## src/acc_pkg.sv

```systemverilog
`default_nettype none

package acc_pkg;

    // ------------------------------------------------------------
    // register indices (byte address is four times the index)
    // ------------------------------------------------------------
    localparam logic [7:0] ACC_IDX_FIRST_GAIN_LOW = 8'h0D;
    localparam logic [7:0] ACC_IDX_SECOND_SETUP = 8'h0E;
    localparam logic [7:0] ACC_IDX_SECOND_OFFSET_HIGH = 8'h0F;
    localparam logic [7:0] ACC_IDX_SECOND_OFFSET_LOW = 8'h10;
    localparam logic [7:0] ACC_IDX_SECOND_GAIN_HIGH = 8'h11;
    localparam logic [7:0] ACC_IDX_SECOND_GAIN_LOW = 8'h12;
    localparam int ACC_ADDR_W = 8;
    localparam int ACC_INDEX_W = 6;

    // ------------------------------------------------------------
    // reset values
    // ------------------------------------------------------------
    localparam logic [15:0] ACC_RST_SETUP = 16'h0000;
    localparam logic [15:0] ACC_RST_OFFSET_HIGH = 16'h0000;
    localparam logic [15:0] ACC_RST_OFFSET_LOW = 16'h0000;
    localparam logic [15:0] ACC_RST_GAIN_HIGH = 16'h8000;
    localparam logic [15:0] ACC_RST_GAIN_LOW = 16'h0000;
    localparam logic [15:0] ACC_RST_FIRST_GAIN_LOW = 16'h0000;

    // ------------------------------------------------------------
    // writable bit masks; zero bits are reserved and read zero
    // ------------------------------------------------------------
    localparam logic [15:0] ACC_MASK_SETUP = 16'hFFC7;
    localparam logic [15:0] ACC_MASK_FULL = 16'hFFFF;
    localparam logic [15:0] ACC_MASK_UPPER_BYTE = 16'hFF00;

    // ------------------------------------------------------------
    // field positions of the setup register
    // ------------------------------------------------------------
    localparam int ACC_PHASE_MSB = 15;
    localparam int ACC_PHASE_LSB = 6;
    localparam int ACC_DC_OFF_BIT = 2;
    localparam int ACC_SEL_MSB = 1;
    localparam int ACC_SEL_LSB = 0;

    // ------------------------------------------------------------
    // input selector codes
    // ------------------------------------------------------------
    localparam logic [1:0] ACC_SEL_NORMAL = 2'h0;
    localparam logic [1:0] ACC_SEL_SHORTED = 2'h1;
    localparam logic [1:0] ACC_SEL_POS_TEST = 2'h2;
    localparam logic [1:0] ACC_SEL_NEG_TEST = 2'h3;

    // ------------------------------------------------------------
    // bus slave states
    // ------------------------------------------------------------
    typedef enum logic [1:0] {
        ACC_ST_IDLE = 2'b01,
        ACC_ST_ACCESS = 2'b10
    } acc_state_type;

endpackage

`default_nettype wire

```

## src/acc_reg_if.sv

```systemverilog
`timescale 1ns/1ps
`default_nettype none

interface acc_reg_if;
    import acc_pkg::*;
    logic wr_en;
    logic [ACC_INDEX_W-1:0] wr_index;
    logic [15:0] wr_data;
    logic [1:0] wr_strb;
    logic [ACC_INDEX_W-1:0] rd_index;
    logic [15:0] rd_data;
    logic rd_hit;

    modport slave (
        output wr_en, wr_index, wr_data, wr_strb, rd_index,
        input rd_data, rd_hit
    );
    modport bank (
        input wr_en, wr_index, wr_data, wr_strb, rd_index,
        output rd_data, rd_hit
    );
endinterface

`default_nettype wire

```

## src/acc_apb_slave.sv

```systemverilog
`timescale 1ns/1ps
`default_nettype none

module acc_apb_slave
    import acc_pkg::*;
(
    // clock and reset
    input wire logic clk_in,
    input wire logic rst_in,
    // apb
    input wire logic psel_in,
    input wire logic penable_in,
    input wire logic pwrite_in,
    input wire logic [ACC_ADDR_W-1:0] paddr_in,
    input wire logic [31:0] pwdata_in,
    input wire logic [3:0] pstrb_in,
    output logic [31:0] prdata_out,
    output logic pready_out,
    output logic pslverr_out,
    // register side
    acc_reg_if.slave regs
);

    acc_state_type state_q;
    logic [31:0] prdata_q;
    logic err_q;
    logic done;

    // ------------------------------------------------------------
    // decode
    // ------------------------------------------------------------
    assign regs.rd_index = paddr_in[ACC_ADDR_W-1:2];
    assign regs.wr_index = paddr_in[ACC_ADDR_W-1:2];
    assign regs.wr_data = pwdata_in[15:0];
    assign regs.wr_strb = pstrb_in[1:0];
    assign done = (state_q == ACC_ST_ACCESS) && psel_in && penable_in;
    assign regs.wr_en = done && pwrite_in && !err_q;
    assign pready_out = (state_q == ACC_ST_ACCESS);
    assign pslverr_out = (state_q == ACC_ST_ACCESS) && err_q;
    assign prdata_out = prdata_q;

    // ------------------------------------------------------------
    // phase tracking
    // ------------------------------------------------------------
    always_ff @(posedge clk_in or posedge rst_in)
    begin
        if (rst_in)
            state_q <= ACC_ST_IDLE;
        else
            case (state_q)
                ACC_ST_IDLE:
                    if (psel_in && !penable_in)
                        state_q <= ACC_ST_ACCESS;
                ACC_ST_ACCESS:
                    if (done)
                        state_q <= ACC_ST_IDLE;
                default:
                    state_q <= ACC_ST_IDLE;
            endcase
    end

    // ------------------------------------------------------------
    // answer captured in the setup cycle
    // ------------------------------------------------------------
    always_ff @(posedge clk_in or posedge rst_in)
    begin
        if (rst_in)
        begin
            prdata_q <= 32'h00000000;
            err_q <= 1'b0;
        end
        else if (state_q == ACC_ST_IDLE && psel_in && !penable_in)
        begin
            err_q <= !regs.rd_hit || (paddr_in[1:0] != 2'h0);
            prdata_q <= (pwrite_in || !regs.rd_hit || paddr_in[1:0] != 2'h0)
                ? 32'h00000000 : {16'h0000, regs.rd_data};
        end
    end

endmodule

`default_nettype wire

```

## src/acc_input_decode.sv

```systemverilog
`timescale 1ns/1ps
`default_nettype none

module acc_input_decode
    import acc_pkg::*;
(
    // clock and reset
    input wire logic clk_in,
    input wire logic rst_in,
    // selector
    input wire logic [1:0] select_in,
    // one-hot source enables
    output logic normal_out,
    output logic shorted_out,
    output logic pos_test_out,
    output logic neg_test_out
);

    // ------------------------------------------------------------
    // source switch decode
    // ------------------------------------------------------------
    always_ff @(posedge clk_in or posedge rst_in)
    begin
        if (rst_in)
        begin
            normal_out <= 1'b1;
            shorted_out <= 1'b0;
            pos_test_out <= 1'b0;
            neg_test_out <= 1'b0;
        end
        else
        begin
            normal_out <= (select_in == ACC_SEL_NORMAL);
            shorted_out <= (select_in == ACC_SEL_SHORTED);
            pos_test_out <= (select_in == ACC_SEL_POS_TEST);
            neg_test_out <= (select_in == ACC_SEL_NEG_TEST);
        end
    end

endmodule

`default_nettype wire

```

## src/acc_cal_regs.sv

```systemverilog
`timescale 1ns/1ps
`default_nettype none

module acc_cal_regs
    import acc_pkg::*;
(
    // clock and reset
    input wire logic clk_in,
    input wire logic rst_in,
    // apb slave
    input wire logic psel_in,
    input wire logic penable_in,
    input wire logic pwrite_in,
    input wire logic [ACC_ADDR_W-1:0] paddr_in,
    input wire logic [31:0] pwdata_in,
    input wire logic [3:0] pstrb_in,
    output logic [31:0] prdata_out,
    output logic pready_out,
    output logic pslverr_out,
    // global filter setting
    input wire logic [3:0] global_dc_filter_setting_in,
    // second channel controls
    output logic [9:0] second_channel_phase_delay_out,
    output logic second_channel_dc_filter_off_out,
    output logic [3:0] second_channel_dc_filter_code_out,
    output logic [1:0] second_channel_input_select_out,
    output logic second_positive_input_on_out,
    output logic second_inputs_shorted_out,
    output logic second_pos_test_on_out,
    output logic second_neg_test_on_out,
    // calibration words
    output logic [23:0] second_channel_offset_out,
    output logic [23:0] second_channel_gain_out,
    output logic [7:0] first_gain_lower_bits_out
);

    // ------------------------------------------------------------
    // storage
    // ------------------------------------------------------------
    logic [15:0] setup_q;
    logic [15:0] offset_high_q;
    logic [15:0] offset_low_q;
    logic [15:0] gain_high_q;
    logic [15:0] gain_low_q;
    logic [15:0] first_gain_low_q;
    logic [3:0] dc_code_q;
    logic [23:0] offset_q;
    logic [23:0] gain_q;

    acc_reg_if bus_if ();

    // ------------------------------------------------------------
    // helpers
    // ------------------------------------------------------------
    function automatic logic [15:0] merge16(
        input logic [15:0] old_val,
        input logic [15:0] new_val,
        input logic [1:0] strb,
        input logic [15:0] mask
    );
        logic [15:0] lanes;
        logic [15:0] keep;
        lanes = {{8{strb[1]}}, {8{strb[0]}}};
        keep = lanes & mask;
        merge16 = (old_val & ~keep) | (new_val & keep);
    endfunction

    function automatic logic hit(
        input logic [ACC_INDEX_W-1:0] index,
        input logic [7:0] target
    );
        hit = ({2'h0, index} == target);
    endfunction

    // ------------------------------------------------------------
    // bus slave
    // ------------------------------------------------------------
    acc_apb_slave u_apb (
        .clk_in(clk_in),
        .rst_in(rst_in),
        .psel_in(psel_in),
        .penable_in(penable_in),
        .pwrite_in(pwrite_in),
        .paddr_in(paddr_in),
        .pwdata_in(pwdata_in),
        .pstrb_in(pstrb_in),
        .prdata_out(prdata_out),
        .pready_out(pready_out),
        .pslverr_out(pslverr_out),
        .regs(bus_if.slave)
    );

    // ------------------------------------------------------------
    // second channel setup register
    // ------------------------------------------------------------
    always_ff @(posedge clk_in or posedge rst_in)
    begin
        if (rst_in)
            setup_q <= ACC_RST_SETUP;
        else if (bus_if.wr_en && hit(bus_if.wr_index, ACC_IDX_SECOND_SETUP))
            setup_q <= merge16(setup_q, bus_if.wr_data, bus_if.wr_strb,
                ACC_MASK_SETUP);
    end

    // ------------------------------------------------------------
    // second channel offset registers
    // ------------------------------------------------------------
    always_ff @(posedge clk_in or posedge rst_in)
    begin
        if (rst_in)
            offset_high_q <= ACC_RST_OFFSET_HIGH;
        else if (bus_if.wr_en
            && hit(bus_if.wr_index, ACC_IDX_SECOND_OFFSET_HIGH))
            offset_high_q <= merge16(offset_high_q, bus_if.wr_data,
                bus_if.wr_strb, ACC_MASK_FULL);
    end

    always_ff @(posedge clk_in or posedge rst_in)
    begin
        if (rst_in)
            offset_low_q <= ACC_RST_OFFSET_LOW;
        else if (bus_if.wr_en
            && hit(bus_if.wr_index, ACC_IDX_SECOND_OFFSET_LOW))
            offset_low_q <= merge16(offset_low_q, bus_if.wr_data,
                bus_if.wr_strb, ACC_MASK_UPPER_BYTE);
    end

    // ------------------------------------------------------------
    // second channel gain registers
    // ------------------------------------------------------------
    always_ff @(posedge clk_in or posedge rst_in)
    begin
        if (rst_in)
            gain_high_q <= ACC_RST_GAIN_HIGH;
        else if (bus_if.wr_en
            && hit(bus_if.wr_index, ACC_IDX_SECOND_GAIN_HIGH))
            gain_high_q <= merge16(gain_high_q, bus_if.wr_data,
                bus_if.wr_strb, ACC_MASK_FULL);
    end

    always_ff @(posedge clk_in or posedge rst_in)
    begin
        if (rst_in)
            gain_low_q <= ACC_RST_GAIN_LOW;
        else if (bus_if.wr_en
            && hit(bus_if.wr_index, ACC_IDX_SECOND_GAIN_LOW))
            gain_low_q <= merge16(gain_low_q, bus_if.wr_data,
                bus_if.wr_strb, ACC_MASK_UPPER_BYTE);
    end

    // ------------------------------------------------------------
    // first channel gain low register
    // ------------------------------------------------------------
    always_ff @(posedge clk_in or posedge rst_in)
    begin
        if (rst_in)
            first_gain_low_q <= ACC_RST_FIRST_GAIN_LOW;
        else if (bus_if.wr_en
            && hit(bus_if.wr_index, ACC_IDX_FIRST_GAIN_LOW))
            first_gain_low_q <= merge16(first_gain_low_q, bus_if.wr_data,
                bus_if.wr_strb, ACC_MASK_UPPER_BYTE);
    end

    // ------------------------------------------------------------
    // read decode
    // ------------------------------------------------------------
    always_comb
    begin
        bus_if.rd_hit = 1'b1;
        case ({2'h0, bus_if.rd_index})
            ACC_IDX_FIRST_GAIN_LOW:
                bus_if.rd_data = first_gain_low_q & ACC_MASK_UPPER_BYTE;
            ACC_IDX_SECOND_SETUP:
                bus_if.rd_data = setup_q & ACC_MASK_SETUP;
            ACC_IDX_SECOND_OFFSET_HIGH:
                bus_if.rd_data = offset_high_q;
            ACC_IDX_SECOND_OFFSET_LOW:
                bus_if.rd_data = offset_low_q & ACC_MASK_UPPER_BYTE;
            ACC_IDX_SECOND_GAIN_HIGH:
                bus_if.rd_data = gain_high_q;
            ACC_IDX_SECOND_GAIN_LOW:
                bus_if.rd_data = gain_low_q & ACC_MASK_UPPER_BYTE;
            default:
            begin
                bus_if.rd_data = 16'h0000;
                bus_if.rd_hit = 1'b0;
            end
        endcase
    end

    // ------------------------------------------------------------
    // dc filter code for the channel
    // ------------------------------------------------------------
    always_ff @(posedge clk_in or posedge rst_in)
    begin
        if (rst_in)
            dc_code_q <= 4'h0;
        else if (setup_q[ACC_DC_OFF_BIT])
            dc_code_q <= 4'h0;
        else
            dc_code_q <= global_dc_filter_setting_in;
    end

    // ------------------------------------------------------------
    // assembled calibration words
    // ------------------------------------------------------------
    always_ff @(posedge clk_in or posedge rst_in)
    begin
        if (rst_in)
        begin
            offset_q <= {ACC_RST_OFFSET_HIGH, ACC_RST_OFFSET_LOW[15:8]};
            gain_q <= {ACC_RST_GAIN_HIGH, ACC_RST_GAIN_LOW[15:8]};
        end
        else
        begin
            offset_q <= {offset_high_q, offset_low_q[15:8]};
            gain_q <= {gain_high_q, gain_low_q[15:8]};
        end
    end

    // ------------------------------------------------------------
    // input source decode
    // ------------------------------------------------------------
    acc_input_decode u_sel (
        .clk_in(clk_in),
        .rst_in(rst_in),
        .select_in(setup_q[ACC_SEL_MSB:ACC_SEL_LSB]),
        .normal_out(second_positive_input_on_out),
        .shorted_out(second_inputs_shorted_out),
        .pos_test_out(second_pos_test_on_out),
        .neg_test_out(second_neg_test_on_out)
    );

    // ------------------------------------------------------------
    // outputs
    // ------------------------------------------------------------
    assign second_channel_phase_delay_out =
        setup_q[ACC_PHASE_MSB:ACC_PHASE_LSB];
    assign second_channel_dc_filter_off_out = setup_q[ACC_DC_OFF_BIT];
    assign second_channel_dc_filter_code_out = dc_code_q;
    assign second_channel_input_select_out =
        setup_q[ACC_SEL_MSB:ACC_SEL_LSB];
    assign second_channel_offset_out = offset_q;
    assign second_channel_gain_out = gain_q;
    assign first_gain_lower_bits_out = first_gain_low_q[15:8];

endmodule

`default_nettype wire

```

## config.mk

```make
export PLATFORM = sky130hd
export DESIGN_NAME = acc_cal_regs
export DESIGN_NICKNAME = d
export VERILOG_FILES = /design/src/acc_pkg.sv /design/src/acc_reg_if.sv /design/src/acc_apb_slave.sv /design/src/acc_input_decode.sv /design/src/acc_cal_regs.sv
export SDC_FILE = /design/constraint.sdc
export NUM_CORES = 1
export LEC_CHECK = 0
export BUFFER_PORTS_ARGS = -buffer_cell sky130_fd_sc_hd__buf_2
export CORE_MARGIN = 4
export CORE_UTILIZATION = 58
export CTS_BUF_LIST = sky130_fd_sc_hd__clkbuf_8
export DETAILED_ROUTE_END_ITERATION = 10
export PLACE_DENSITY = 0.86
export REMOVE_ABC_BUFFERS = 1
export SYNTH_ARGS = -nofsm -noshare
export SYNTH_HDL_FRONTEND = slang
export SYNTH_SLANG_ARGS = --single-unit
```

## constraint.sdc

```tcl
create_clock -name clk_in -period 10.44 [get_ports clk_in]
set_input_delay 1.044 -clock clk_in [delete_from_list [all_inputs] [get_ports clk_in]]
set_output_delay 1.044 -clock clk_in [all_outputs]
set_load 0.02 [all_outputs]
```

After elaboration in Yosys (flattened, before gate mapping) --
Index checks and enable logic that the tools add are counted.
Storage, ports and cells: bits in registers 187, bits of input ports 53, output and inout port bits 111, word-level logic and storage cells 78
Cells by class: eq/ne operators 13, multiplexer cells 7, bitwise gates (word level) 18, reduce and logical (&&, ||, !) cells 24
Operator list (count):
- bitwise AND 16 bit | 9
- bitwise OR 16 bit | 6
- case mux 16 bit (6 select lines) | 1
- inverter 16 bit | 3
- equality test 6 x 4 -> 1 bit (second input constant) | 3
- equality test 6 x 5 -> 1 bit (second input constant) | 3
- two-way mux 16 bit | 1
- logical AND 1 bit | 14
- equality test 2 bit (second input constant) | 3
- OR reduction 6 bit | 1
- equality test 2 x 1 -> 1 bit (second input constant) | 2
- two-way mux 2 bit | 2
- two-way mux 4 bit | 1
- inequality test 2 x 1 -> 1 bit (second input constant) | 2
- case mux 2 bit (2 select lines) | 1
- zero test 1 bit | 3
- logical OR 1 bit | 3
- zero test 2 bit | 1
- AND reduction 2 bit | 1
- nonzero test 2 bit | 1
- two-way mux 1 bit | 1

Depth between registers and ports, before layout --
depth in word-level cells 7, depth in mapped cells 6, gate-level depth less buffers 4

Cells and area by module --
From an unflattened synthesis, not the netlist that was laid out.
Second synthesis, totals: cell total of the unflattened synthesis 399, area total of the unflattened synthesis 5977.0 um2
By module, submodules not included:
- acc_cal_regs | instances 1, cells an instance 292, area each 4754.6 um2, seq. area each 3030.4 um2
- acc_apb_slave | instances 1, cells an instance 98, area each 1091.0 um2, seq. area each 476.7 um2
- acc_input_decode | instances 1, cells an instance 9, area each 131.4 um2, seq. area each 101.3 um2

Worst setup path before layout --
No wires, ideal clock.
path kind input to register, start point in pwrite_in, end point reg (tool-made name), library setup time 0.125 ns, arrival 2.269 ns, required time 10.315 ns, path slack 8.046 ns, stages on the path 5, path buffers 1, path through and4b_1 nand3_4 or3_1 buf_6 mux2_4
RTL lines:
- start: declaration | line acc_cal_regs.sv:13 | input wire logic pwrite_in,

Final worst setup path --
start point reg u_apb.state_q[0], end point out pslverr_out
Between the ends: cells in the longest elaborated chain, start to end 2
Ends and longest elaborated chain:
- start: declaration | line acc_apb_slave.sv:24 | acc_state_type state_q;
- start signal: assignment | line acc_apb_slave.sv:48 | state_q <= ACC_ST_IDLE;
- start signal: assignment | line acc_apb_slave.sv:53 | state_q <= ACC_ST_ACCESS;
- start signal: assignment | line acc_apb_slave.sv:56 | state_q <= ACC_ST_IDLE;
- equality test 2 bit | line acc_apb_slave.sv:39 | assign pslverr_out = (state_q == ACC_ST_ACCESS) && err_q;
- logical AND 1 bit | line acc_apb_slave.sv:39
- end: declaration | line acc_cal_regs.sv:19 | output logic pslverr_out,
No other way between the ends.

==> metrics <==
max_cap viols=0; Worst Setup End Kind=output pin; clk buf depth=2; Via density=5.60; Crit path max-delay family=flip-flops; pin count of the biggest net entering global routing=between 80 and 90; worst path bufs/invs=1; path type of the worst setup path=reg2out; Seq/Total Area, Yosys=64.3%; top sig layer=met4; Setup TNS=0 ns; RSZ-0062 raised after global routing=false; CP arrival=1.61 ns; routed wl met2=6.88 mm; Initial Util=between 60% and 70%; Max Fanout on Critical Path=5; top_reg_cell synth=dfrtp_1; worst vdd ir=110 uV; Slew @ Worst Pin=0.960 ns; routed length on met1=5.27 mm; Die Wd=around 110 um; Vias=3743; Ports=164; Buffers on Ports=129; core region area=roughly 9300 um^2; hold crit path type=reg2reg; CTS sink count=144; routability cong.=0.853; Critical Path Stages=3; CTS-repair resized insts=0; WL met3=706 um; nets@finish=577; vias in the first global route=3837; EDFF count, synth=0; CTS Hold Bufs=0; worst-path cell chain=and2b_1 -> and2_1 -> buf_2; chip height=106 um; wire per inst=19.8 um; hold path depth=0; Synth Instances=385; # setup viols final=0; CTS tree=yes; Clk pin slew, worst setup/hold paths=0.08 ns; CTS H-tree depth=4; 1st-iter DRT viols=187; Post-DRT Antenna Nets=0; Syn-to-layout area delta=19.8%; final non-filler cell total=668; Die Area=11300 um^2; crit path time final=2.66 ns; worst path required time=9.40 ns; relative max-transition margin=roughly 36%; layout cells sized above 1=46.2%; Post-Syn Area=5620 um^2; Distinct cells, synth=45; residual DRC count=0; Final Cycle Share=25.4%; placed cells=between 600 and 700; Layout Skew=0.0135 ns; Pre-antenna DRT Iters=6; slowest cell on the critical path=dfstp_2; hpwl dp=9.10 mm; total grt overflow=0; clk root buf=clkbuf_8; Total GRT Usage=between 20% and 30%; Slew Limit Fails=0; Power Density=about 160 nW/um^2; Routed Wire Length=13.2 mm; Post-synth ARST share=100%; Post-CTS Setup Inserts=0; YS warnings=0; endpoints failing hold=0; status=completed; Yosys reg bits=144; LEAKAGE=0.00367 uW; first-pass GRT wire length=20.3 mm; Max Freq=376 MHz; CP max stage delay=0.53 ns; antenna violations before repair=2; reg2reg path depth=4; num rows=35; Clock Latency Late Sink=~0.44 ns; critical path launch point type=flop; Syn Area/Cell=14.6 um^2; CTS buffer count=17
[cells in the mapped netlist, types with 2 or more instances]
cell       instances  area share [%]
a2111oi_0          2            0.31
a21o_1             4            0.53
a221oi_1           6            0.94
a222oi_1           3            0.53
a22oi_1            5            0.67
and2_1             7            0.78
and3_1             6            0.67
buf_2              4            0.36
buf_4             19             2.5
clkbuf_1           2            0.13
dfrtp_1          140              62
dfstp_2            4             1.9
inv_1              4            0.27
mux2_2            61              12
mux2_4             8             2.1
mux2i_1           14             2.5
nand2_1           19             1.3
nand2b_1           3            0.33
nand3_1            4            0.36
nand4bb_1          2            0.40
nor2_1            11            0.74
nor2_2             5            0.56
nor2b_1            8            0.89
nor3_1             7            0.62
nor3_4             3            0.87
o21ai_0            9            0.80
o2bb2ai_1          4            0.62
o32a_1             4            0.71
[through the flow]
step / cell area, um^2 / hold WS (ns) / setup slack [ns] / utilization (%) / power, uW
final: 6730 / 0.372 / 7.78 / 72.1 / 1050
after global routing: 6730 / 0.382 / 7.64 / 72.1 / 1080
after CTS: 6720 / 0.373 / 7.81 / 72.0 / 1050
after detailed placement: 6320 / 0.373 / 7.40 / 67.7 / 615
after global placement: 6320 / 0.367 / 7.46 / 67.7 / 614
after floorplan: 5490 / 0.359 / 5.54 / - / 594
[layer usage]
metal  global-route usage, %  vias up
met5                       0        -
li1                        -     1645
met1                    30.3     1904
met4                    11.2        0
met3                    4.92       33
met2                    39.9      161
[path summary, 6_finish.rpt]
| path | endpoint | from | slack, ns |
|---|---|---|---|
| setup / recovery | pslverr_out | u_apb.state_q[0] | 7.78 |
| hold / removal | second_channel_gain_out[23] | flop | 0.37 |
| setup reg to reg | flop | u_apb.err_q | 8.30 |
| hold reg to reg | second_channel_gain_out[23] | flop | 0.37 |
| max in group asynchronous | u_apb.err_q | rst_in | 8.38 |
| min in group asynchronous | async pin | rst_in | 0.67 |
[logic make-up after synthesis]
| kind of cell | Yosys count | share of synthesized area, % |
|---|---|---|
| AO/OA/AOI/OAI | 41 | 5.68 |
| multiplexers | 83 | 16.9 |
| flip-flops | 144 | 64.3 |
| AND/OR/NAND/NOR | 86 | 9.63 |
| other | 1 | 0.0668 |
| buffers and inverters | 30 | 3.50 |
[layout make-up]
class	count	area (um^2)
Fill cell	644	2600
Antenna cell	2	5.00
Clock inverter	15	169
Tap cell	129	161
Clock buffer	17	234
Inverter	4	20.0
Multi-Input combinational cell	226	1870
Sequential cell	144	3610
Timing Repair Buffer	131	661
[report_power, final]
part / internal (uW) / switching, uW
clock: 235 / 207
sequential: 559 / 0.633
combinational: 10.4 / 33.9
total: 805 / 242
[layout by cell type (no fill, tap or decap), types with 3 or more instances in the layout]
cell type,n
inv_6,3
clkinv_2,4
inv_1,5
nor3_1,7
o32a_1,4
o21ai_0,9
dfstp_2,4
mux2i_1,14
and2_1,7
clkinv_4,3
nor2_1,11
bufinv_16,3
mux2_2,61
buf_2,129
nand2b_1,3
nand2_1,19
nor2b_1,8
conb_1,16
a22oi_1,5
nor3_4,3
nand3_1,4
dfrtp_1,140
a222oi_1,3
clkbuf_8,17
and3_1,6
mux2_4,8
nor2_2,5
a221oi_1,6
o2bb2ai_1,4
a21o_1,4
Power figures use the tool's default switching activity.
